==> config.mk <==
export PLATFORM = sky130hd
export DESIGN_NAME = mcu_memory_map
export DESIGN_NICKNAME = d
export VERILOG_FILES = /design/src/verilog/mcu_memory_map.v
export VERILOG_INCLUDE_DIRS = /design/src /design/src/pkg
export SDC_FILE = /design/constraint.sdc
export NUM_CORES = 1
export LEC_CHECK = 0
export ABC_CLOCK_PERIOD_IN_PS = 7000
export BUFFER_PORTS_ARGS = -buffer_cell sky130_fd_sc_hd__buf_2
export CAP_MARGIN = 20
export CELL_PAD_IN_SITES_DETAIL_PLACEMENT = 0
export CELL_PAD_IN_SITES_GLOBAL_PLACEMENT = 1
export CORE_AREA = 2 2 215 322
export CTS_CLUSTER_DIAMETER = 50
export DETAILED_ROUTE_END_ITERATION = 10
export DIE_AREA = 0 0 217 324
export GPL_ROUTABILITY_DRIVEN = 0
export PLACE_DENSITY = 0.84
export SYNTH_ARGS = -nofsm -noshare
export SYNTH_HDL_FRONTEND = slang
export SYNTH_SLANG_ARGS = --single-unit
export TNS_END_PERCENT = 30
==> constraint.sdc <==
create_clock -name clock -period 7 [get_ports clock]
set_input_delay 0.7 -clock clock [delete_from_list [all_inputs] [get_ports clock]]
set_output_delay 0.7 -clock clock [all_outputs]
set_load 0.01 [all_outputs]
==> src/pkg/mcu_memory_defines.vh <==
// Constants for the program-memory vectors, table read path and data-memory map.
// Overview of operation
// - Reset loads program counter with reset vector.
// - Enabled external edge branches when stack not full.
// - External edge selectable: falling, rising or both.
// - Timer 0 overflow branches to timer vector.
// - Table reads address program memory via table pointer.
// - Table read writes low byte to operand; only a GP RAM, accumulator or table pointer destination takes it.
// - High part to high-byte register, unused bits zero.
// - Current-page read uses current page base.
// - Last-page read uses page at word 0300H.
// - High-byte register read-only, written only by reads.
// - Table instructions take two instruction cycles.
// - Data memory 8 bits, from 00H, regions consecutive.
// - General-purpose RAM readable and writable, direct/indirect.
// - Single-bit set or clear, except protected bits.
// - Unused special-purpose addresses read 00H.
// - Protected registers ignore writes, still readable.
// - Indirect locations redirect through paired pointer.
// - Indirect location via pointer: read 00H, no write.
// - Edge field: 00 off, 01 rise, 10 fall, 11 both.
// - Full stack records request, withholds acknowledge until return.
`ifndef MCU_MEMORY_DEFINES_VH
`define MCU_MEMORY_DEFINES_VH

// ----------------------------------------------------------------------------
// Program memory vectors and pages
// ----------------------------------------------------------------------------
`define VEC_RESET 10'h000
`define VEC_EXT_INT 10'h004
`define VEC_TIMER_INT 10'h008
`define LAST_PAGE 2'h3
`define STACK_DEPTH 2'h2

// ----------------------------------------------------------------------------
// Data memory map
// ----------------------------------------------------------------------------
`define ADDR_INDIRECT_0 8'h00
`define ADDR_POINTER_0 8'h01
`define ADDR_INDIRECT_1 8'h02
`define ADDR_POINTER_1 8'h03
`define ADDR_ACCUMULATOR 8'h05
`define ADDR_PC_LOW 8'h06
`define ADDR_TABLE_POINTER 8'h07
`define ADDR_TABLE_HIGH 8'h08
`define ADDR_WATCHDOG_SELECT 8'h09
`define ADDR_STATUS 8'h0A
`define ADDR_INT_CONTROL_0 8'h0B
`define ADDR_TIMER0_COUNT 8'h0C
`define ADDR_TIMER0_CONTROL 8'h0D
`define ADDR_PORT_A_DATA 8'h10
`define ADDR_PORT_A_DIR 8'h11
`define ADDR_PORT_A_PULLUP 8'h12
`define ADDR_PORT_A_WAKEUP 8'h13
`define ADDR_SYS_CONTROL_1 8'h1B
`define ADDR_WATCHDOG_CONTROL 8'h1C
`define ADDR_EXT_RESET_CONTROL 8'h24
`define GP_RAM_START 8'h40
`define GP_RAM_WORDS 64

// ----------------------------------------------------------------------------
// Fields and reset values
// ----------------------------------------------------------------------------
`define STATUS_WRITE_MASK 8'h0F
`define EDGE_SEL_HI 7
`define EDGE_SEL_LO 6
`define SYS_CONTROL_1_RESET 8'h80
`define EDGE_OFF 2'h0
`define EDGE_RISE 2'h1
`define EDGE_FALL 2'h2
`define EDGE_BOTH 2'h3
`define INT_GLOBAL_BIT 0
`define INT_EXT_EN_BIT 1
`define INT_TMR_EN_BIT 2
`define INT_EXT_FLAG_BIT 4
`define INT_TMR_FLAG_BIT 5

`endif

==> src/verilog/mcu_memory_map.v <==
// Program-memory vectors, table read path and data-memory map of the core.
`timescale 1ns/1ps
`include "mcu_memory_defines.vh"

module mcu_memory_map (
  input wire clock,
  input wire reset,
  // Core data-memory access (direct address; indirect via the pointers).
  input wire dm_read,
  input wire dm_write,
  input wire [7:0] dm_addr,
  input wire [7:0] dm_wdata,
  input wire dm_bit_op,
  input wire dm_bit_value,
  input wire [2:0] dm_bit_index,
  output reg [7:0] dm_rdata,
  // Table read instructions.
  input wire current_page_table_read,
  input wire last_page_table_read,
  input wire [7:0] table_dest_addr,
  input wire [9:0] pc_now,
  output reg [9:0] prog_addr,
  input wire [13:0] prog_data,
  output reg table_busy,
  // Status flags supplied by the core and watchdog.
  input wire [1:0] status_sys_flags,
  input wire [3:0] status_alu_flags,
  input wire status_alu_load,
  // Events and stack.
  input wire ext_int_pin,
  input wire timer0_overflow,
  input wire [1:0] stack_level,
  input wire subroutine_return,
  input wire interrupt_return,
  input wire int_taken,
  output reg int_request,
  output reg [9:0] int_vector,
  output reg pc_load,
  output reg [9:0] pc_load_value
);

  // --------------------------------------------------------------------------
  // Storage
  // --------------------------------------------------------------------------
  reg [7:0] gp_ram [0:`GP_RAM_WORDS-1];
  reg [7:0] memory_pointer_0_reg;
  reg [7:0] memory_pointer_1_reg;
  reg [7:0] accumulator_reg;
  reg [7:0] table_pointer_reg;
  reg [7:0] table_high_byte_reg;
  reg [7:0] watchdog_select_reg;
  reg [7:0] status_flags_reg;
  reg [7:0] interrupt_control_0_reg;
  reg [7:0] timer0_count_reg;
  reg [7:0] timer0_control_reg;
  reg [7:0] port_a_data_reg;
  reg [7:0] port_a_direction_reg;
  reg [7:0] port_a_pullup_reg;
  reg [7:0] port_a_wakeup_reg;
  reg [7:0] system_control_1_reg;
  reg [7:0] watchdog_control_reg;
  reg [7:0] external_reset_control_reg;
  reg ext_sync1_reg;
  reg ext_sync2_reg;
  reg ext_prev_reg;
  reg table_phase_reg;
  reg table_last_reg;
  reg [7:0] table_dest_reg;
  reg reset_seen_reg;

  // Resolves an indirect location through its paired pointer.
  function [7:0] resolve;
    input [7:0] addr;
    input [7:0] mp0;
    input [7:0] mp1;
    begin
      if (addr == `ADDR_INDIRECT_0) begin
        resolve = mp0;
      end else if (addr == `ADDR_INDIRECT_1) begin
        resolve = mp1;
      end else begin
        resolve = addr;
      end
    end
  endfunction

  // True when an address names an indirect location.
  function is_indirect;
    input [7:0] addr;
    begin
      is_indirect = (addr == `ADDR_INDIRECT_0) || (addr == `ADDR_INDIRECT_1);
    end
  endfunction

  wire [7:0] eff_addr;
  wire eff_null;
  reg [7:0] read_value;
  reg [7:0] write_value;
  wire [5:0] gp_index;
  wire ext_rise;
  wire ext_fall;
  reg ext_edge;
  wire stack_full;

  assign eff_addr = resolve(dm_addr, memory_pointer_0_reg, memory_pointer_1_reg);
  // A pointer that itself names an indirect location reaches nothing.
  assign eff_null = is_indirect(dm_addr) && is_indirect(eff_addr);
  assign gp_index = eff_addr[5:0];
  assign ext_rise = ext_sync2_reg & ~ext_prev_reg;
  assign ext_fall = ~ext_sync2_reg & ext_prev_reg;
  assign stack_full = (stack_level == `STACK_DEPTH);

  // --------------------------------------------------------------------------
  // Read multiplexer
  // --------------------------------------------------------------------------
  // Selects the byte at the effective address; unused locations give zero.
  always @* begin
    read_value = 8'h00;
    if (eff_null) begin
      read_value = 8'h00;
    end else if (eff_addr >= `GP_RAM_START && eff_addr < `GP_RAM_START + `GP_RAM_WORDS) begin
      read_value = gp_ram[gp_index];
    end else if (eff_addr == `ADDR_POINTER_0) begin
      read_value = memory_pointer_0_reg;
    end else if (eff_addr == `ADDR_POINTER_1) begin
      read_value = memory_pointer_1_reg;
    end else if (eff_addr == `ADDR_ACCUMULATOR) begin
      read_value = accumulator_reg;
    end else if (eff_addr == `ADDR_PC_LOW) begin
      read_value = pc_now[7:0];
    end else if (eff_addr == `ADDR_TABLE_POINTER) begin
      read_value = table_pointer_reg;
    end else if (eff_addr == `ADDR_TABLE_HIGH) begin
      read_value = table_high_byte_reg;
    end else if (eff_addr == `ADDR_WATCHDOG_SELECT) begin
      read_value = watchdog_select_reg;
    end else if (eff_addr == `ADDR_STATUS) begin
      read_value = status_flags_reg;
    end else if (eff_addr == `ADDR_INT_CONTROL_0) begin
      read_value = interrupt_control_0_reg;
    end else if (eff_addr == `ADDR_TIMER0_COUNT) begin
      read_value = timer0_count_reg;
    end else if (eff_addr == `ADDR_TIMER0_CONTROL) begin
      read_value = timer0_control_reg;
    end else if (eff_addr == `ADDR_PORT_A_DATA) begin
      read_value = port_a_data_reg;
    end else if (eff_addr == `ADDR_PORT_A_DIR) begin
      read_value = port_a_direction_reg;
    end else if (eff_addr == `ADDR_PORT_A_PULLUP) begin
      read_value = port_a_pullup_reg;
    end else if (eff_addr == `ADDR_PORT_A_WAKEUP) begin
      read_value = port_a_wakeup_reg;
    end else if (eff_addr == `ADDR_SYS_CONTROL_1) begin
      read_value = system_control_1_reg;
    end else if (eff_addr == `ADDR_WATCHDOG_CONTROL) begin
      read_value = watchdog_control_reg;
    end else if (eff_addr == `ADDR_EXT_RESET_CONTROL) begin
      read_value = external_reset_control_reg;
    end
  end

  // Forms the value to store: whole byte, or one bit set or cleared.
  always @* begin
    write_value = dm_wdata;
    if (dm_bit_op) begin
      write_value = read_value;
      write_value[dm_bit_index] = dm_bit_value;
    end
  end

  // --------------------------------------------------------------------------
  // Data memory write path
  // --------------------------------------------------------------------------
  // Stores core writes; the table destination is written in the second cycle.
  always @(posedge clock) begin
    if (table_phase_reg && table_dest_reg >= `GP_RAM_START
        && table_dest_reg < `GP_RAM_START + `GP_RAM_WORDS) begin
      gp_ram[table_dest_reg[5:0]] <= prog_data[7:0];
    end else if (dm_write && !eff_null && eff_addr >= `GP_RAM_START
        && eff_addr < `GP_RAM_START + `GP_RAM_WORDS) begin
      gp_ram[gp_index] <= write_value;
    end
  end

  // Special-purpose registers; the high-byte register and status bits 5:4 are protected.
  always @(posedge clock) begin
    if (reset) begin
      memory_pointer_0_reg <= 8'h00;
      memory_pointer_1_reg <= 8'h00;
      accumulator_reg <= 8'h00;
      table_pointer_reg <= 8'h00;
      table_high_byte_reg <= 8'h00;
      watchdog_select_reg <= 8'h00;
      status_flags_reg <= 8'h00;
      interrupt_control_0_reg <= 8'h00;
      timer0_count_reg <= 8'h00;
      timer0_control_reg <= 8'h00;
      port_a_data_reg <= 8'h00;
      port_a_direction_reg <= 8'h00;
      port_a_pullup_reg <= 8'h00;
      port_a_wakeup_reg <= 8'h00;
      system_control_1_reg <= `SYS_CONTROL_1_RESET;
      watchdog_control_reg <= 8'h00;
      external_reset_control_reg <= 8'h00;
    end else begin
      status_flags_reg[5:4] <= status_sys_flags;
      if (status_alu_load) begin
        status_flags_reg[3:0] <= status_alu_flags;
      end
      if (table_phase_reg) begin
        table_high_byte_reg <= {2'b00, prog_data[13:8]};
        if (table_dest_reg == `ADDR_ACCUMULATOR) begin
          accumulator_reg <= prog_data[7:0];
        end else if (table_dest_reg == `ADDR_TABLE_POINTER) begin
          table_pointer_reg <= prog_data[7:0];
        end
      end else if (dm_write && !eff_null) begin
        if (eff_addr == `ADDR_POINTER_0) begin
          memory_pointer_0_reg <= write_value;
        end else if (eff_addr == `ADDR_POINTER_1) begin
          memory_pointer_1_reg <= write_value;
        end else if (eff_addr == `ADDR_ACCUMULATOR) begin
          accumulator_reg <= write_value;
        end else if (eff_addr == `ADDR_TABLE_POINTER) begin
          table_pointer_reg <= write_value;
        end else if (eff_addr == `ADDR_WATCHDOG_SELECT) begin
          watchdog_select_reg <= write_value;
        end else if (eff_addr == `ADDR_STATUS) begin
          status_flags_reg[3:0] <= write_value[3:0];
        end else if (eff_addr == `ADDR_INT_CONTROL_0) begin
          interrupt_control_0_reg <= write_value;
        end else if (eff_addr == `ADDR_TIMER0_COUNT) begin
          timer0_count_reg <= write_value;
        end else if (eff_addr == `ADDR_TIMER0_CONTROL) begin
          timer0_control_reg <= write_value;
        end else if (eff_addr == `ADDR_PORT_A_DATA) begin
          port_a_data_reg <= write_value;
        end else if (eff_addr == `ADDR_PORT_A_DIR) begin
          port_a_direction_reg <= write_value;
        end else if (eff_addr == `ADDR_PORT_A_PULLUP) begin
          port_a_pullup_reg <= write_value;
        end else if (eff_addr == `ADDR_PORT_A_WAKEUP) begin
          port_a_wakeup_reg <= write_value;
        end else if (eff_addr == `ADDR_SYS_CONTROL_1) begin
          system_control_1_reg <= {write_value[7:6], 6'h00};
        end else if (eff_addr == `ADDR_WATCHDOG_CONTROL) begin
          watchdog_control_reg <= write_value;
        end else if (eff_addr == `ADDR_EXT_RESET_CONTROL) begin
          external_reset_control_reg <= write_value;
        end
      end
      // Acknowledge clears come before the event sets, so a set in the same cycle wins.
      if (int_taken && int_vector == `VEC_EXT_INT) begin
        interrupt_control_0_reg[`INT_EXT_FLAG_BIT] <= 1'b0;
      end else if (int_taken && int_vector == `VEC_TIMER_INT) begin
        interrupt_control_0_reg[`INT_TMR_FLAG_BIT] <= 1'b0;
      end
      if (ext_edge) begin
        interrupt_control_0_reg[`INT_EXT_FLAG_BIT] <= 1'b1;
      end
      if (timer0_overflow) begin
        interrupt_control_0_reg[`INT_TMR_FLAG_BIT] <= 1'b1;
      end
    end
  end

  // --------------------------------------------------------------------------
  // Table read sequencing
  // --------------------------------------------------------------------------
  // First cycle issues the address, second cycle takes the program word.
  always @(posedge clock) begin
    if (reset) begin
      table_phase_reg <= 1'b0;
      table_last_reg <= 1'b0;
      table_dest_reg <= 8'h00;
      table_busy <= 1'b0;
      prog_addr <= `VEC_RESET;
    end else begin
      table_phase_reg <= 1'b0;
      table_busy <= 1'b0;
      prog_addr <= pc_now;
      if (!table_phase_reg && (current_page_table_read || last_page_table_read)) begin
        table_phase_reg <= 1'b1;
        table_busy <= 1'b1;
        table_last_reg <= last_page_table_read;
        table_dest_reg <= resolve(table_dest_addr, memory_pointer_0_reg,
                                  memory_pointer_1_reg);
        if (last_page_table_read) begin
          prog_addr <= {`LAST_PAGE, table_pointer_reg};
        end else begin
          prog_addr <= {pc_now[9:8], table_pointer_reg};
        end
      end
    end
  end

  // --------------------------------------------------------------------------
  // External edge, vectors and reset
  // --------------------------------------------------------------------------
  // Picks the edge named by the select field.
  always @* begin
    case (system_control_1_reg[`EDGE_SEL_HI:`EDGE_SEL_LO])
      `EDGE_RISE: ext_edge = ext_rise;
      `EDGE_FALL: ext_edge = ext_fall;
      `EDGE_BOTH: ext_edge = ext_rise | ext_fall;
      default: ext_edge = 1'b0;
    endcase
  end

  // Synchronises the pin and raises the request when the stack has room.
  always @(posedge clock) begin
    if (reset) begin
      ext_sync1_reg <= 1'b0;
      ext_sync2_reg <= 1'b0;
      ext_prev_reg <= 1'b0;
      int_request <= 1'b0;
      int_vector <= `VEC_RESET;
      reset_seen_reg <= 1'b1;
      pc_load <= 1'b0;
      pc_load_value <= `VEC_RESET;
    end else begin
      ext_sync1_reg <= ext_int_pin;
      ext_sync2_reg <= ext_sync1_reg;
      ext_prev_reg <= ext_sync2_reg;
      reset_seen_reg <= 1'b0;
      pc_load <= reset_seen_reg;
      pc_load_value <= `VEC_RESET;
      int_request <= 1'b0;
      // A full stack keeps the flag but withholds the request until a return.
      if (interrupt_control_0_reg[`INT_GLOBAL_BIT] && !int_taken
          && (!stack_full || subroutine_return || interrupt_return)) begin
        if (interrupt_control_0_reg[`INT_EXT_EN_BIT]
            && interrupt_control_0_reg[`INT_EXT_FLAG_BIT]) begin
          int_request <= 1'b1;
          int_vector <= `VEC_EXT_INT;
        end else if (interrupt_control_0_reg[`INT_TMR_EN_BIT]
            && interrupt_control_0_reg[`INT_TMR_FLAG_BIT]) begin
          int_request <= 1'b1;
          int_vector <= `VEC_TIMER_INT;
        end
      end
    end
  end

  // Returns read data one cycle after the read strobe.
  always @(posedge clock) begin
    if (reset) begin
      dm_rdata <= 8'h00;
    end else if (dm_read) begin
      dm_rdata <= read_value;
    end
  end

endmodule // mcu_memory_map

**Word level (Yosys, flattened, before mapping)**

Memories as Yosys holds them, arrays and structs flattened.
Cells that the tools add are included.
Widths: inputs -> output; s select.

- Register bits after elaboration: 169
- Memory bits (writable): 512
- Input bits: 73
- Output and inout bits: 41
- Memories kept: 1

- $lt $le $gt $ge: 6
- Equal/unequal tests: 42
- Mux-type cells: 82
- Bitwise operators: 22
- Reduce and logical (&&, ||, !) cells: 52

Memory list:

| memory | depth | width | read ports | clocked after Yosys merged registers in | wr ports | line | RTL |
|---|---|---|---|---|---|---|---|
| gp_ram | 64 | 8 | 1 | 0 | 1 | mcu_memory_map.v:45 | `` reg [7:0] gp_ram [0:`GP_RAM_WORDS-1]; `` |

Operator list:

| kind | number |
|---|---|
| $mux 8 | 40 |
| $mux 6 | 10 |
| $eq 8x4->1 const B | 6 |
| $eq 8x5->1 const B | 6 |
| $eq 8x3->1 const B | 5 |
| $mux 10 | 4 |
| $mux 4 | 9 |
| $eq 8x2->1 const B | 4 |
| $logic_not 8->1 | 3 |
| $not 1->1 | 19 |
| $ne 3x2->1 const B | 6 |
| $reduce_and 18->1 | 1 |
| $reduce_and 9->1 | 2 |
| $reduce_and 17->1 | 1 |
| $ge 8x7->1 const B | 2 |
| $lt 8x8->1 const B | 2 |
| $mux 1 | 16 |
| $reduce_and 16->1 | 1 |
| $logic_and 1x1->1 | 15 |
| $reduce_and 15->1 | 1 |
| $reduce_and 14->1 | 1 |
| $reduce_and 7->1 | 2 |
| $reduce_and 13->1 | 1 |
| $reduce_and 12->1 | 1 |
| 28 further kinds | 46 |

**Depth between registers and ports, before layout**

Gate-level depths: netlist of run 1.

- Depth after elaboration: 38
- Gate-level depth with buffers: 17
- Depth with buffers taken out: 11

**Least setup slack after synthesis of run 1**

No wires, ideal clock.

- Kind: input -> register
- From: input port dm_addr[0]
- To: memory gp_ram[0][5], data pin
- Arrival time: 6,275 ps
- Slack: 23 ps
- Stages: 14
- Path buffers: 3
- Cells stage by stage: buf_2 -> or4_4 -> o41ai_4 -> nand2_4 -> buf_6 -> buf_2 -> mux2i_1 -> a2111oi_0 -> o22ai_1 -> a211o_1 -> a32o_1 -> o211ai_2 -> nand2_1 -> o21ai_0

- Longest elaborated chain between the ends: 27
- Elaborated cells on any way between the ends: 62
- Classes of those cells: 2 x order compare; 20 x eq/ne; 28 x mux; 11 x reduce/logical; 1 x memory

Ends and longest elaborated chain:

| what | line | RTL |
|---|---|---|
| from (decl) | mcu_memory_map.v:11 | `input wire [7:0] dm_addr,` |
| $eq 8x2->1 (no line) | - |  |
| $mux 8 | mcu_memory_map.v:79 | `` end else if (addr == `ADDR_INDIRECT_1) begin `` |
| $mux 8 | mcu_memory_map.v:77 | `` if (addr == `ADDR_INDIRECT_0) begin `` |
| $eq 8x6->1 (no line) | - |  |
| $mux 8 | mcu_memory_map.v:157 | `` end else if (eff_addr == `ADDR_EXT_RESET_CONTROL) begin `` |
| $mux 8 | mcu_memory_map.v:155 | `` end else if (eff_addr == `ADDR_WATCHDOG_CONTROL) begin `` |
| $mux 8 | mcu_memory_map.v:153 | `` end else if (eff_addr == `ADDR_SYS_CONTROL_1) begin `` |
| $mux 8 | mcu_memory_map.v:151 | `` end else if (eff_addr == `ADDR_PORT_A_WAKEUP) begin `` |
| (+11 left out) | - |  |
| $mux 8 | mcu_memory_map.v:127 | `` end else if (eff_addr == `ADDR_ACCUMULATOR) begin `` |
| $mux 8 | mcu_memory_map.v:125 | `` end else if (eff_addr == `ADDR_POINTER_1) begin `` |
| $mux 8 | mcu_memory_map.v:123 | `` end else if (eff_addr == `ADDR_POINTER_0) begin `` |
| $mux 8 | mcu_memory_map.v:121 | `` end else if (eff_addr >= `GP_RAM_START && eff_addr < `GP_RAM_START + `GP_RAM_WORDS) begin `` |
| $mux 8 | mcu_memory_map.v:119 | `if (eff_null) begin` |
| $bwmux 8 | mcu_memory_map.v:167 | `write_value[dm_bit_index] = dm_bit_value;` |
| $mux 8 | mcu_memory_map.v:165 | `if (dm_bit_op) begin` |
| $mux 8 (no line) (*) | - |  |
| to (decl) | mcu_memory_map.v:45 |  |

Every way passes the cells marked *; elsewhere a longest branch is shown, timed or not.

**Final worst setup path of run 1**

- From: input port dm_addr[7]
- To: memory gp_ram[15][5], enable pin

- Longest elaborated chain between the ends: 15
- Elaborated cells on any way between the ends: 21
- Classes of those cells: 2 x order compare; 2 x eq/ne; 7 x mux; 10 x reduce/logical

Ends and longest elaborated chain:

| what |
|---|
| parallel branches: the longest is 15 deep, another holds $ge 8x7->1 |

Several ways; the timed one is not identified.

==> results of run 1 <==
## placed cells by master (no fill, tap or decap), drive strengths merged, types with 7 or more instances in the layout
| cell | n |
|---|---|
| nand3 | 161 |
| a22oi | 15 |
| or3 | 15 |
| nor3 | 72 |
| nor2b | 16 |
| nand2 | 450 |
| or4 | 9 |
| a311oi | 20 |
| inv | 29 |
| a221oi | 9 |
| dfxtp | 161 |
| o22ai | 24 |
| o21ai | 82 |
| a31o | 24 |
| nand4 | 16 |
| conb | 18 |
| nor2 | 126 |
| mux2i | 101 |
| and3 | 49 |
| o221ai | 14 |
| buf | 231 |
| and2 | 12 |
| a22o | 7 |
| clkinv | 22 |
| o211ai | 13 |
| bufinv | 7 |
| edfxtp | 512 |
| o31ai | 9 |
| nor4 | 63 |
| a32oi | 35 |
| nand2b | 14 |
| mux4 | 21 |
| a211oi | 52 |
| a21oi | 113 |
| or2 | 8 |
| mux2 | 8 |
| clkbuf | 86 |
| a31oi | 38 |
## critical path: stages
cell and delay [ns]:
buf_2 0.15, or4_4 0.62, nor4_4 0.46, o22ai_1 0.30, nor2_2 0.30, o2111ai_2 0.40, nand2_1 0.28, or3_1 0.58
nand2_1 0.19, a21boi_2 0.20, buf_4 0.28, or3_1 0.59, nor2_1 0.70
## report_power, final
group | switching [mW] | internal, mW
Sequential | 0.0167 | 4.34
Clock | 1.56 | 2.12
Combinational | 0.575 | 0.201
## final cells by class
class,instances,area [sq um],share of cell area
multi-input cells,1697,10700,0.311
well taps,892,1120,0.0325
repair buffers,232,1600,0.0467
clock buffers,85,1820,0.0529
flip-flops and latches,673,18600,0.542
clock inverters,36,409,0.0119
inverters,26,97.6,0.00284
diodes,1,2.50,0.0000729
## kinds of logic after synthesis
family	count (synthesis)
simple gates	1028
other cells	1
flops	673
mux	130
compound gates	519
buf+inv	226
fa+ha+maj	2
## metal layers
metal	part of all wire	vias up
met2	0.47	1562
met3	0.10	496
met4	0.089	0
met5	0	-
li1	-	9991
met1	0.34	11340
## per-stage QoR
stage,worst slack [ns],cells,area (sq um),util
2_1_floorplan,0.0234,2596,30200,-
3_3_place_gp,1.12,3511,32000,0.474
3_5_place_dp,1.01,3518,32100,0.475
4_1_cts,1.65,3639,34300,0.507
5_1_grt,1.24,3641,34300,0.508
6_report,1.47,3642,34300,0.508
## final timing paths
kind | depth (start not counted) | end | start
max reg2reg | 12 | gp_ram[15][5] | memory_pointer_1_reg[5]
max | 13 | gp_ram[15][5] | dm_addr[7]
min | 3 | prog_addr[9] | pc_now[9]
min reg2reg | 2 | watchdog_control_reg[5] | watchdog_control_reg[5]
==> impl_results.html, run 1 <==
<table>
<tr><th>Metric</th><th>Value</th></tr>
<tr><th colspan="2">Floorplan</th></tr>
<tr><td>DIE WIDTH</td><td>217 um</td></tr>
<tr><td>Number of placement rows</td><td>117</td></tr>
<tr><td>Die height</td><td>324 um</td></tr>
<tr><td>CORE AREA</td><td>about 0.068 sq mm</td></tr>
<tr><td>Starting Density</td><td>0.445</td></tr>
<tr><td>Die ar.</td><td>0.0703 sq mm</td></tr>
<tr><td>Number of placed I/O pins</td><td>114</td></tr>
<tr><th colspan="2">Synthesis</th></tr>
<tr><td>Most numerous cell in the Yosys netlist</td><td>edfxtp_1</td></tr>
<tr><td>Share of the synthesized netlist area taken by xor and xnor gates</td><td>0</td></tr>
<tr><td>Share of synthesized cell area in and, or, nand and nor gates</td><td>0.165</td></tr>
<tr><td>Fraction of synthesized cell area taken by the top area cell type</td><td>0.511</td></tr>
<tr><td>Synth cell types</td><td>just over 100</td></tr>
<tr><td>Average cell area after synthesis</td><td>11.7 sq um</td></tr>
<tr><td>Multiplexer fraction of the synthesized cell area</td><td>0.0523</td></tr>
<tr><td>Post-synthesis compound-gate area fraction</td><td>0.124</td></tr>
<tr><td>Dominant combinational cell family by area after synthesis</td><td>simple AND/OR/NAND/NOR gates</td></tr>
<tr><td>Post-synth EDFFs</td><td>approximately 510</td></tr>
<tr><td>Top area cells in the synthesized netlist</td><td>edfxtp_1, dfxtp_1, nand2_1, mux2i_1, nand3_1</td></tr>
<tr><td>Post-synthesis adder-cell area fraction</td><td>0.000831</td></tr>
<tr><td>Async SR Flop Fraction</td><td>0</td></tr>
<tr><td>Most common flop cell mapped by yosys</td><td>edfxtp_1</td></tr>
<tr><td>Number of register bits inferred by synthesis</td><td>just under 700</td></tr>
<tr><td>Yosys top cell by area</td><td>edfxtp_1</td></tr>
<tr><td>Synth top cells by count</td><td>edfxtp_1, nand2_1, dfxtp_1, nand3_1, nor2_1</td></tr>
<tr><td>Yosys Warn Count</td><td>0</td></tr>
<tr><td>Post-synthesis instance area</td><td>around 0.030 sq mm</td></tr>
<tr><td>Post-synthesis instance total</td><td>2579</td></tr>
<tr><td>Fraction of the yosys area taken by sequential cells</td><td>0.618</td></tr>
<tr><th colspan="2">GRT</th></tr>
<tr><td>First-pass GRT wire length</td><td>150000 um</td></tr>
<tr><td>Number of antenna violations at the first check in global routing</td><td>0</td></tr>
<tr><td>Number of global-route vias before repair</td><td>between 20000 and 25000</td></tr>
<tr><td>Remaining Overflow, GRT</td><td>0</td></tr>
<tr><td>Met1 track demand over resource</td><td>0.320</td></tr>
<tr><td>Met3 track demand over resource</td><td>0.0766</td></tr>
<tr><td>Pin count of the biggest net entering global routing</td><td>82</td></tr>
<tr><td>GRT Resource Usage Total</td><td>0.290</td></tr>
<tr><td>GRT busiest layer</td><td>met2</td></tr>
<tr><td>Met2 Resource Use GR</td><td>0.480</td></tr>
<tr><th colspan="2">Critical path</th></tr>
<tr><td>CP endpoint kind</td><td>flop</td></tr>
<tr><td>Slack of the worst reg-to-reg path</td><td>1.61 ns</td></tr>
<tr><td>Req. time, crit path</td><td>7.26 ns</td></tr>
<tr><td>WS Path Type</td><td>primary input to flop</td></tr>
<tr><td>Sort of element at the start of the critical path</td><td>primary input</td></tr>
<tr><td>Data arrival at the endpoint of the critical path</td><td>just under 6 ns</td></tr>
<tr><td>Largest fanout of any net on the critical path</td><td>27</td></tr>
<tr><th colspan="2">STA</th></tr>
<tr><td>Normalized max-slew margin</td><td>0.184</td></tr>
<tr><td>Number of hold violations in the final report</td><td>0</td></tr>
<tr><td>Max Clock Skew</td><td>between 0.03 and 0.04 ns</td></tr>
<tr><td>Sum of negative setup slack</td><td>0 ns</td></tr>
<tr><td>Period minus WS final</td><td>5.53 ns</td></tr>
<tr><td>Max Transition Viols Final</td><td>0</td></tr>
<tr><td>Highest attainable clock frequency</td><td>181 MHz</td></tr>
<tr><td>Slew at the pin closest to its max-slew limit</td><td>roughly 1.2 ns</td></tr>
<tr><td>Final critical-path share of the clock period</td><td>0.790</td></tr>
<tr><td>Total setup violations reported at the end of the flow</td><td>0</td></tr>
<tr><td>RSZ-0062 raised after global routing</td><td>no</td></tr>
<tr><td>Worst hold slack</td><td>around 0.27 ns</td></tr>
<tr><th colspan="2">Clocking</th></tr>
<tr><td>Maximum number of buffers from clock root to sink</td><td>3</td></tr>
<tr><td>TritonCTS clock tree</td><td>yes</td></tr>
<tr><td>Cells resized by post-CTS repair</td><td>0</td></tr>
<tr><td>CTS clock-pin slew for the worst setup and hold paths</td><td>0.06 ns</td></tr>
<tr><td>Cell at the root of the clock tree</td><td>clkbuf_16</td></tr>
<tr><td># hold bufs at CTS</td><td>0</td></tr>
<tr><td>CTS buffer count</td><td>67</td></tr>
<tr><td>Worst-skew pair later-pin latency</td><td>~0.65 ns</td></tr>
<tr><td>Number of buffers added for setup after CTS</td><td>0</td></tr>
<tr><td>Sink Count</td><td>between 600 and 700</td></tr>
<tr><td>H-Tree Depth</td><td>3</td></tr>
<tr><th colspan="2">Finish</th></tr>
<tr><td>Top Registers</td><td>gp_ram x512, prog_addr x10</td></tr>
<tr><td>Register with the most flip-flops</td><td>gp_ram</td></tr>
<tr><td>Share of cells above drive strength 1</td><td>0.180</td></tr>
<tr><td>Flip-flop count of the largest register, all copies and words added</td><td>512</td></tr>
<tr><td>Final net count</td><td>2772</td></tr>
<tr><td>Layout overhead on the synthesized area</td><td>14.1%</td></tr>
<tr><td>Number of fillers in the final layout</td><td>5774</td></tr>
<tr><th colspan="2">Route</th></tr>
<tr><td>Post-detailed-routing wire length</td><td>102000 um</td></tr>
<tr><td>ANT nets after route</td><td>0</td></tr>
<tr><td>Number of design-rule violations left by the first detailed-router iteration</td><td>2928</td></tr>
<tr><td>DRC viols</td><td>0</td></tr>
<tr><td>Routed via count</td><td>23389</td></tr>
<tr><td>Routed len/inst</td><td>28.1 um</td></tr>
<tr><td>Vias per inst</td><td>approximately 6.4</td></tr>
<tr><td>First-pass DRT Iterations</td><td>8</td></tr>
<tr><th colspan="2">Status</th></tr>
<tr><td>Status</td><td>completed</td></tr>
<tr><th colspan="2">Power and ir drop</th></tr>
<tr><td>Power after layout</td><td>between 8 and 9 mW</td></tr>
<tr><td>Power density over the cells</td><td>about 260 mW/mm^2</td></tr>
<tr><td>Total leakage power</td><td>11.7 nW</td></tr>
<tr><td>Maximum resistive drop on vdd</td><td>0.175 mV</td></tr>
<tr><th colspan="2">Flow run</th></tr>
<tr><td>Max-capacitance violation count</td><td>0</td></tr>
<tr><th colspan="2">Placed design</th></tr>
<tr><td>Detailed Place HPWL</td><td>67700 um</td></tr>
<tr><td>Count of buffers inserted at the top-level ports</td><td>95</td></tr>
<tr><th colspan="2">Hold path</th></tr>
<tr><td>Class of the tightest hold or removal check</td><td>primary input to flop</td></tr>
</table>
Power figures use the tool's default switching activity.
==> inputs of run 2 (changes only) <==
ABC_AREA = 1   (was unset)
ABC_CLOCK_PERIOD_IN_PS = 5800   (was 7000)
CORE_AREA = 2 2 207 311   (was 2 2 215 322)
DIE_AREA = 0 0 209 313   (was 0 0 217 324)
PLACE_DENSITY = 0.83   (was 0.84)
clock period = 5.8 ns   (was 7 ns; I/O delays follow)
==> impl_results.html, run 2 <==
<table>
<tr><th>Metric</th><th>Value</th></tr>
<tr><th colspan="2">Finish</th></tr>
<tr><td>Share of cells above drive strength 1</td><td>0.130</td></tr>
<tr><td>Flip-flop count of the largest register, all copies and words added</td><td>512</td></tr>
<tr><td>Number of diodes added for antenna fixing</td><td>0</td></tr>
<tr><td>Layout overhead on the synthesized area</td><td>13.0%</td></tr>
<tr><td>Final net count</td><td>2714</td></tr>
<tr><td>Register with the most flip-flops</td><td>gp_ram</td></tr>
<tr><td>Final core occ</td><td>0.503</td></tr>
<tr><td>Top Registers</td><td>gp_ram x512, prog_addr x10</td></tr>
<tr><td>Number of non-filler instances in the completed layout</td><td>approximately 3500</td></tr>
<tr><td>Commonest cells after routing, fill and taps aside</td><td>edfxtp_1, inv_1, nand2_1</td></tr>
<tr><td>Most common cell after layout, fill and taps aside</td><td>edfxtp_1</td></tr>
<tr><td>Post-route standard cell area excluding fillers</td><td>0.0317 sq mm</td></tr>
<tr><th colspan="2">Critical path</th></tr>
<tr><td>Startpoint of the worst register-to-register path</td><td>memory_pointer_1_reg[1]</td></tr>
<tr><td>Length in cells of the worst reg-to-reg path</td><td>18</td></tr>
<tr><td>WS Path Type</td><td>flop to flop</td></tr>
<tr><td>Data arrival at the endpoint of the critical path</td><td>5.22 ns</td></tr>
<tr><td>Req. time, crit path</td><td>6.19 ns</td></tr>
<tr><td>Largest fanout of any net on the critical path</td><td>79</td></tr>
<tr><td>Sort of element at the start of the critical path</td><td>flop</td></tr>
<tr><td>Slack of the worst reg-to-reg path</td><td>0.97 ns</td></tr>
<tr><td>CP endpoint kind</td><td>flop</td></tr>
<tr><td>Worst R2R End</td><td>gp_ram[39][0]</td></tr>
<tr><th colspan="2">Status</th></tr>
<tr><td>Status</td><td>completed</td></tr>
<tr><th colspan="2">Placed design</th></tr>
<tr><td>Detailed Place HPWL</td><td>56600 um</td></tr>
<tr><td>Number of placed cells counting well taps</td><td>3382</td></tr>
<tr><td>Count of buffers inserted at the top-level ports</td><td>95</td></tr>
<tr><td>Cell area after placement</td><td>about 0.03 sq mm</td></tr>
<tr><th colspan="2">Route</th></tr>
<tr><td>Met2 routed wirelength</td><td>42200 um</td></tr>
<tr><td>DRT met1 WL</td><td>between 20000 and 30000 um</td></tr>
<tr><td>Routed len/inst</td><td>24.0 um</td></tr>
<tr><td>Sum of met3 wire segment lengths after detailed routing</td><td>approximately 6000 um</td></tr>
<tr><td>First-pass DRT Iterations</td><td>5</td></tr>
<tr><td>Routed via count</td><td>20260</td></tr>
<tr><td>Vias per inst</td><td>5.80</td></tr>
<tr><td>Top Metal Used</td><td>met4</td></tr>
<tr><td>Number of design-rule violations left by the first detailed-router iteration</td><td>2159</td></tr>
<tr><td>Post-detailed-routing wire length</td><td>83800 um</td></tr>
<tr><td>DRC viols</td><td>0</td></tr>
<tr><td>ANT nets after route</td><td>0</td></tr>
<tr><th colspan="2">Synthesis</th></tr>
<tr><td>Post-synthesis instance total</td><td>2547</td></tr>
<tr><td>Async SR Flop Fraction</td><td>0</td></tr>
<tr><td>Post-synth EDFFs</td><td>512</td></tr>
<tr><td>Synth cell types</td><td>54</td></tr>
<tr><td>Number of register bits inferred by synthesis</td><td>673</td></tr>
<tr><td>Post-synthesis instance area</td><td>~0.028 sq mm</td></tr>
<tr><td>Top area cells in the synthesized netlist</td><td>edfxtp_1, dfxtp_1, o22ai_1, inv_1, nand2_1</td></tr>
<tr><td>Yosys Warn Count</td><td>0</td></tr>
<tr><td>Synth top cells by count</td><td>edfxtp_1, inv_1, nand2_1</td></tr>
<tr><td>Most numerous cell in the Yosys netlist</td><td>edfxtp_1</td></tr>
<tr><td>Most common flop cell mapped by yosys</td><td>edfxtp_1</td></tr>
<tr><td>Yosys top cell by area</td><td>edfxtp_1</td></tr>
<tr><td>Fraction of synthesized cell area taken by the top area cell type</td><td>0.548</td></tr>
<tr><td>Average cell area after synthesis</td><td>approximately 11 sq um</td></tr>
<tr><td>Fraction of the yosys area taken by sequential cells</td><td>0.663</td></tr>
<tr><th colspan="2">Floorplan</th></tr>
<tr><td>CORE AREA</td><td>approximately 0.063 sq mm</td></tr>
<tr><td>Starting Density</td><td>0.446</td></tr>
<tr><td>Number of placed I/O pins</td><td>114</td></tr>
<tr><td>Die ar.</td><td>0.0654 sq mm</td></tr>
<tr><td>Number of placement rows</td><td>113</td></tr>
<tr><td>DIE WIDTH</td><td>approximately 210 um</td></tr>
<tr><td>Die height</td><td>313 um</td></tr>
<tr><th colspan="2">STA</th></tr>
<tr><td>Period minus WS final</td><td>4.83 ns</td></tr>
<tr><td>RSZ-0062 raised after global routing</td><td>no</td></tr>
<tr><td>Max Transition Viols Final</td><td>0</td></tr>
<tr><td>Total setup violations reported at the end of the flow</td><td>0</td></tr>
<tr><td>Sum of negative setup slack</td><td>0 ns</td></tr>
<tr><td>Slew at the pin closest to its max-slew limit</td><td>1.05 ns</td></tr>
<tr><td>Normalized max-slew margin</td><td>0.296</td></tr>
<tr><td>Highest attainable clock frequency</td><td>207 MHz</td></tr>
<tr><td>Number of hold violations in the final report</td><td>0</td></tr>
<tr><td>Final critical-path share of the clock period</td><td>0.833</td></tr>
<tr><td>Max Clock Skew</td><td>about 0.022 ns</td></tr>
<tr><th colspan="2">Power and ir drop</th></tr>
<tr><td>Power density over the cells</td><td>333 mW/mm^2</td></tr>
<tr><td>Total leakage power</td><td>11.7 nW</td></tr>
<tr><td>Maximum resistive drop on vdd</td><td>0.282 mV</td></tr>
<tr><th colspan="2">GRT</th></tr>
<tr><td>Pin count of the biggest net entering global routing</td><td>80</td></tr>
<tr><td>Number of antenna violations at the first check in global routing</td><td>0</td></tr>
<tr><td>Remaining Overflow, GRT</td><td>0</td></tr>
<tr><td>GRT Resource Usage Total</td><td>0.252</td></tr>
<tr><td>First-pass GRT wire length</td><td>124000 um</td></tr>
<tr><td>Number of global-route vias before repair</td><td>~20000</td></tr>
<tr><th colspan="2">Clocking</th></tr>
<tr><td>Worst-skew pair later-pin latency</td><td>0.63 ns</td></tr>
<tr><td>H-Tree Depth</td><td>2</td></tr>
<tr><td>CTS clock-pin slew for the worst setup and hold paths</td><td>around 0.070 ns</td></tr>
<tr><td>Cell at the root of the clock tree</td><td>clkbuf_16</td></tr>
<tr><td>Cells resized by post-CTS repair</td><td>0</td></tr>
<tr><td>CTS buffer count</td><td>60</td></tr>
<tr><td># hold bufs at CTS</td><td>0</td></tr>
<tr><td>Sink Count</td><td>673</td></tr>
<tr><td>TritonCTS clock tree</td><td>yes</td></tr>
<tr><td>Number of buffers added for setup after CTS</td><td>0</td></tr>
<tr><td>Maximum number of buffers from clock root to sink</td><td>3</td></tr>
<tr><th colspan="2">Flow run</th></tr>
<tr><td>Max-capacitance violation count</td><td>0</td></tr>
<tr><th colspan="2">Hold path</th></tr>
<tr><td>Class of the tightest hold or removal check</td><td>primary input to flop</td></tr>
<tr><td>Number of cells traversed by the worst hold path</td><td>3</td></tr>
<tr><td>Hold worst-path end</td><td>status_flags_reg[5]</td></tr>
<tr><td>Hold Path Origin</td><td>status_sys_flags[1]</td></tr>
</table>
run 2: cell count changes in the layout (fill, tap and decap cells not counted), sizes merged, moves of 50 or more:
cell / delta
inv: +286
o21ai: +217
o22ai: +202
nand2: -143
mux2i: -101
buf: -79
nand3: -65
nor2: +65
nor4: -58
nor3: -54
a21oi: +53
a211oi: -50
run 2: final cells by class:
cell class / instances / area, sq um
Fill cell: 5422 / 31200
Sequential cell: 673 / 18600
Multi-Input combinational cell: 1438 / 7600
Clock buffer: 65 / 1540
Inverter: 314 / 1190
Timing Repair Buffer: 152 / 1030
Tap cell: 805 / 1010
Clock inverter: 45 / 707
run 2: per-stage QoR:
stage	hold slack (ns)	worst slack [ns]	power, mW
after floorplan	0.388	0.220	5.80
after global placement	0.397	0.651	6.11
after detailed placement	0.403	0.602	6.12
after CTS	0.147	1.24	10.6
after global routing	0.179	0.750	10.8
final	0.161	0.966	10.6
run 2: how the worst max path moves through the flow:
stage / endpoint / startpoint / slack [ns]
global route: gp_ram[47][0] / memory_pointer_1_reg[1] / 0.75
floorplan: gp_ram[0][5] / dm_addr[4] / 0.22
CTS: gp_ram[44][0] / memory_pointer_1_reg[6] / 1.24
detailed placement: gp_ram[44][6] / dm_addr[1] / 0.60
finish: gp_ram[39][0] / memory_pointer_1_reg[1] / 0.97
global placement: gp_ram[28][3] / dm_addr[0] / 0.65
run 2: cells by family (layout without fill, tap and decap cells):
group           count (synthesis)  after routing  share of synthesized area
buf+inv                       453            576                     0.0713
flops                         673            673                      0.663
other cells                     1             18                   0.000134
fa+ha+maj                       2              2                   0.000892
compound gates                755            755                      0.153
simple gates                  663            663                      0.112
run 2: report_power, final:
part | internal (mW) | leakage, nW | switching, mW
Sequential | 5.25 | 5.92 | 0.0227
Combinational | 0.191 | 4.70 | 0.569
Clock | 2.69 | 1.07 | 1.83
run 2: per-layer routing:
metal  vias to the layer above  GRT usage
li1                       9251          -
met1                      9678      0.280
met2                      1049      0.443
met3                       282     0.0354
met4                         0      0.177
met5                         -          0
run 2: worst max-delay path, cell delays in order, from the launching register on:
cell and delay, ns:
dfxtp_1 0.51, nand3_1 0.18, nand3_2 0.17, buf_4 0.25, nor2_8 0.07, inv_6 0.53, o22ai_1 0.13, o21ai_0 0.49
nand4_1 0.19, a22oi_1 0.71, nand2_1 0.12, o21ai_0 0.31, nand2_1 0.13, nand2_1 0.07, nand2_1 0.06, nand2_1 0.07
nand2_1 0.08, o21ai_4 0.09, buf_12 0.27
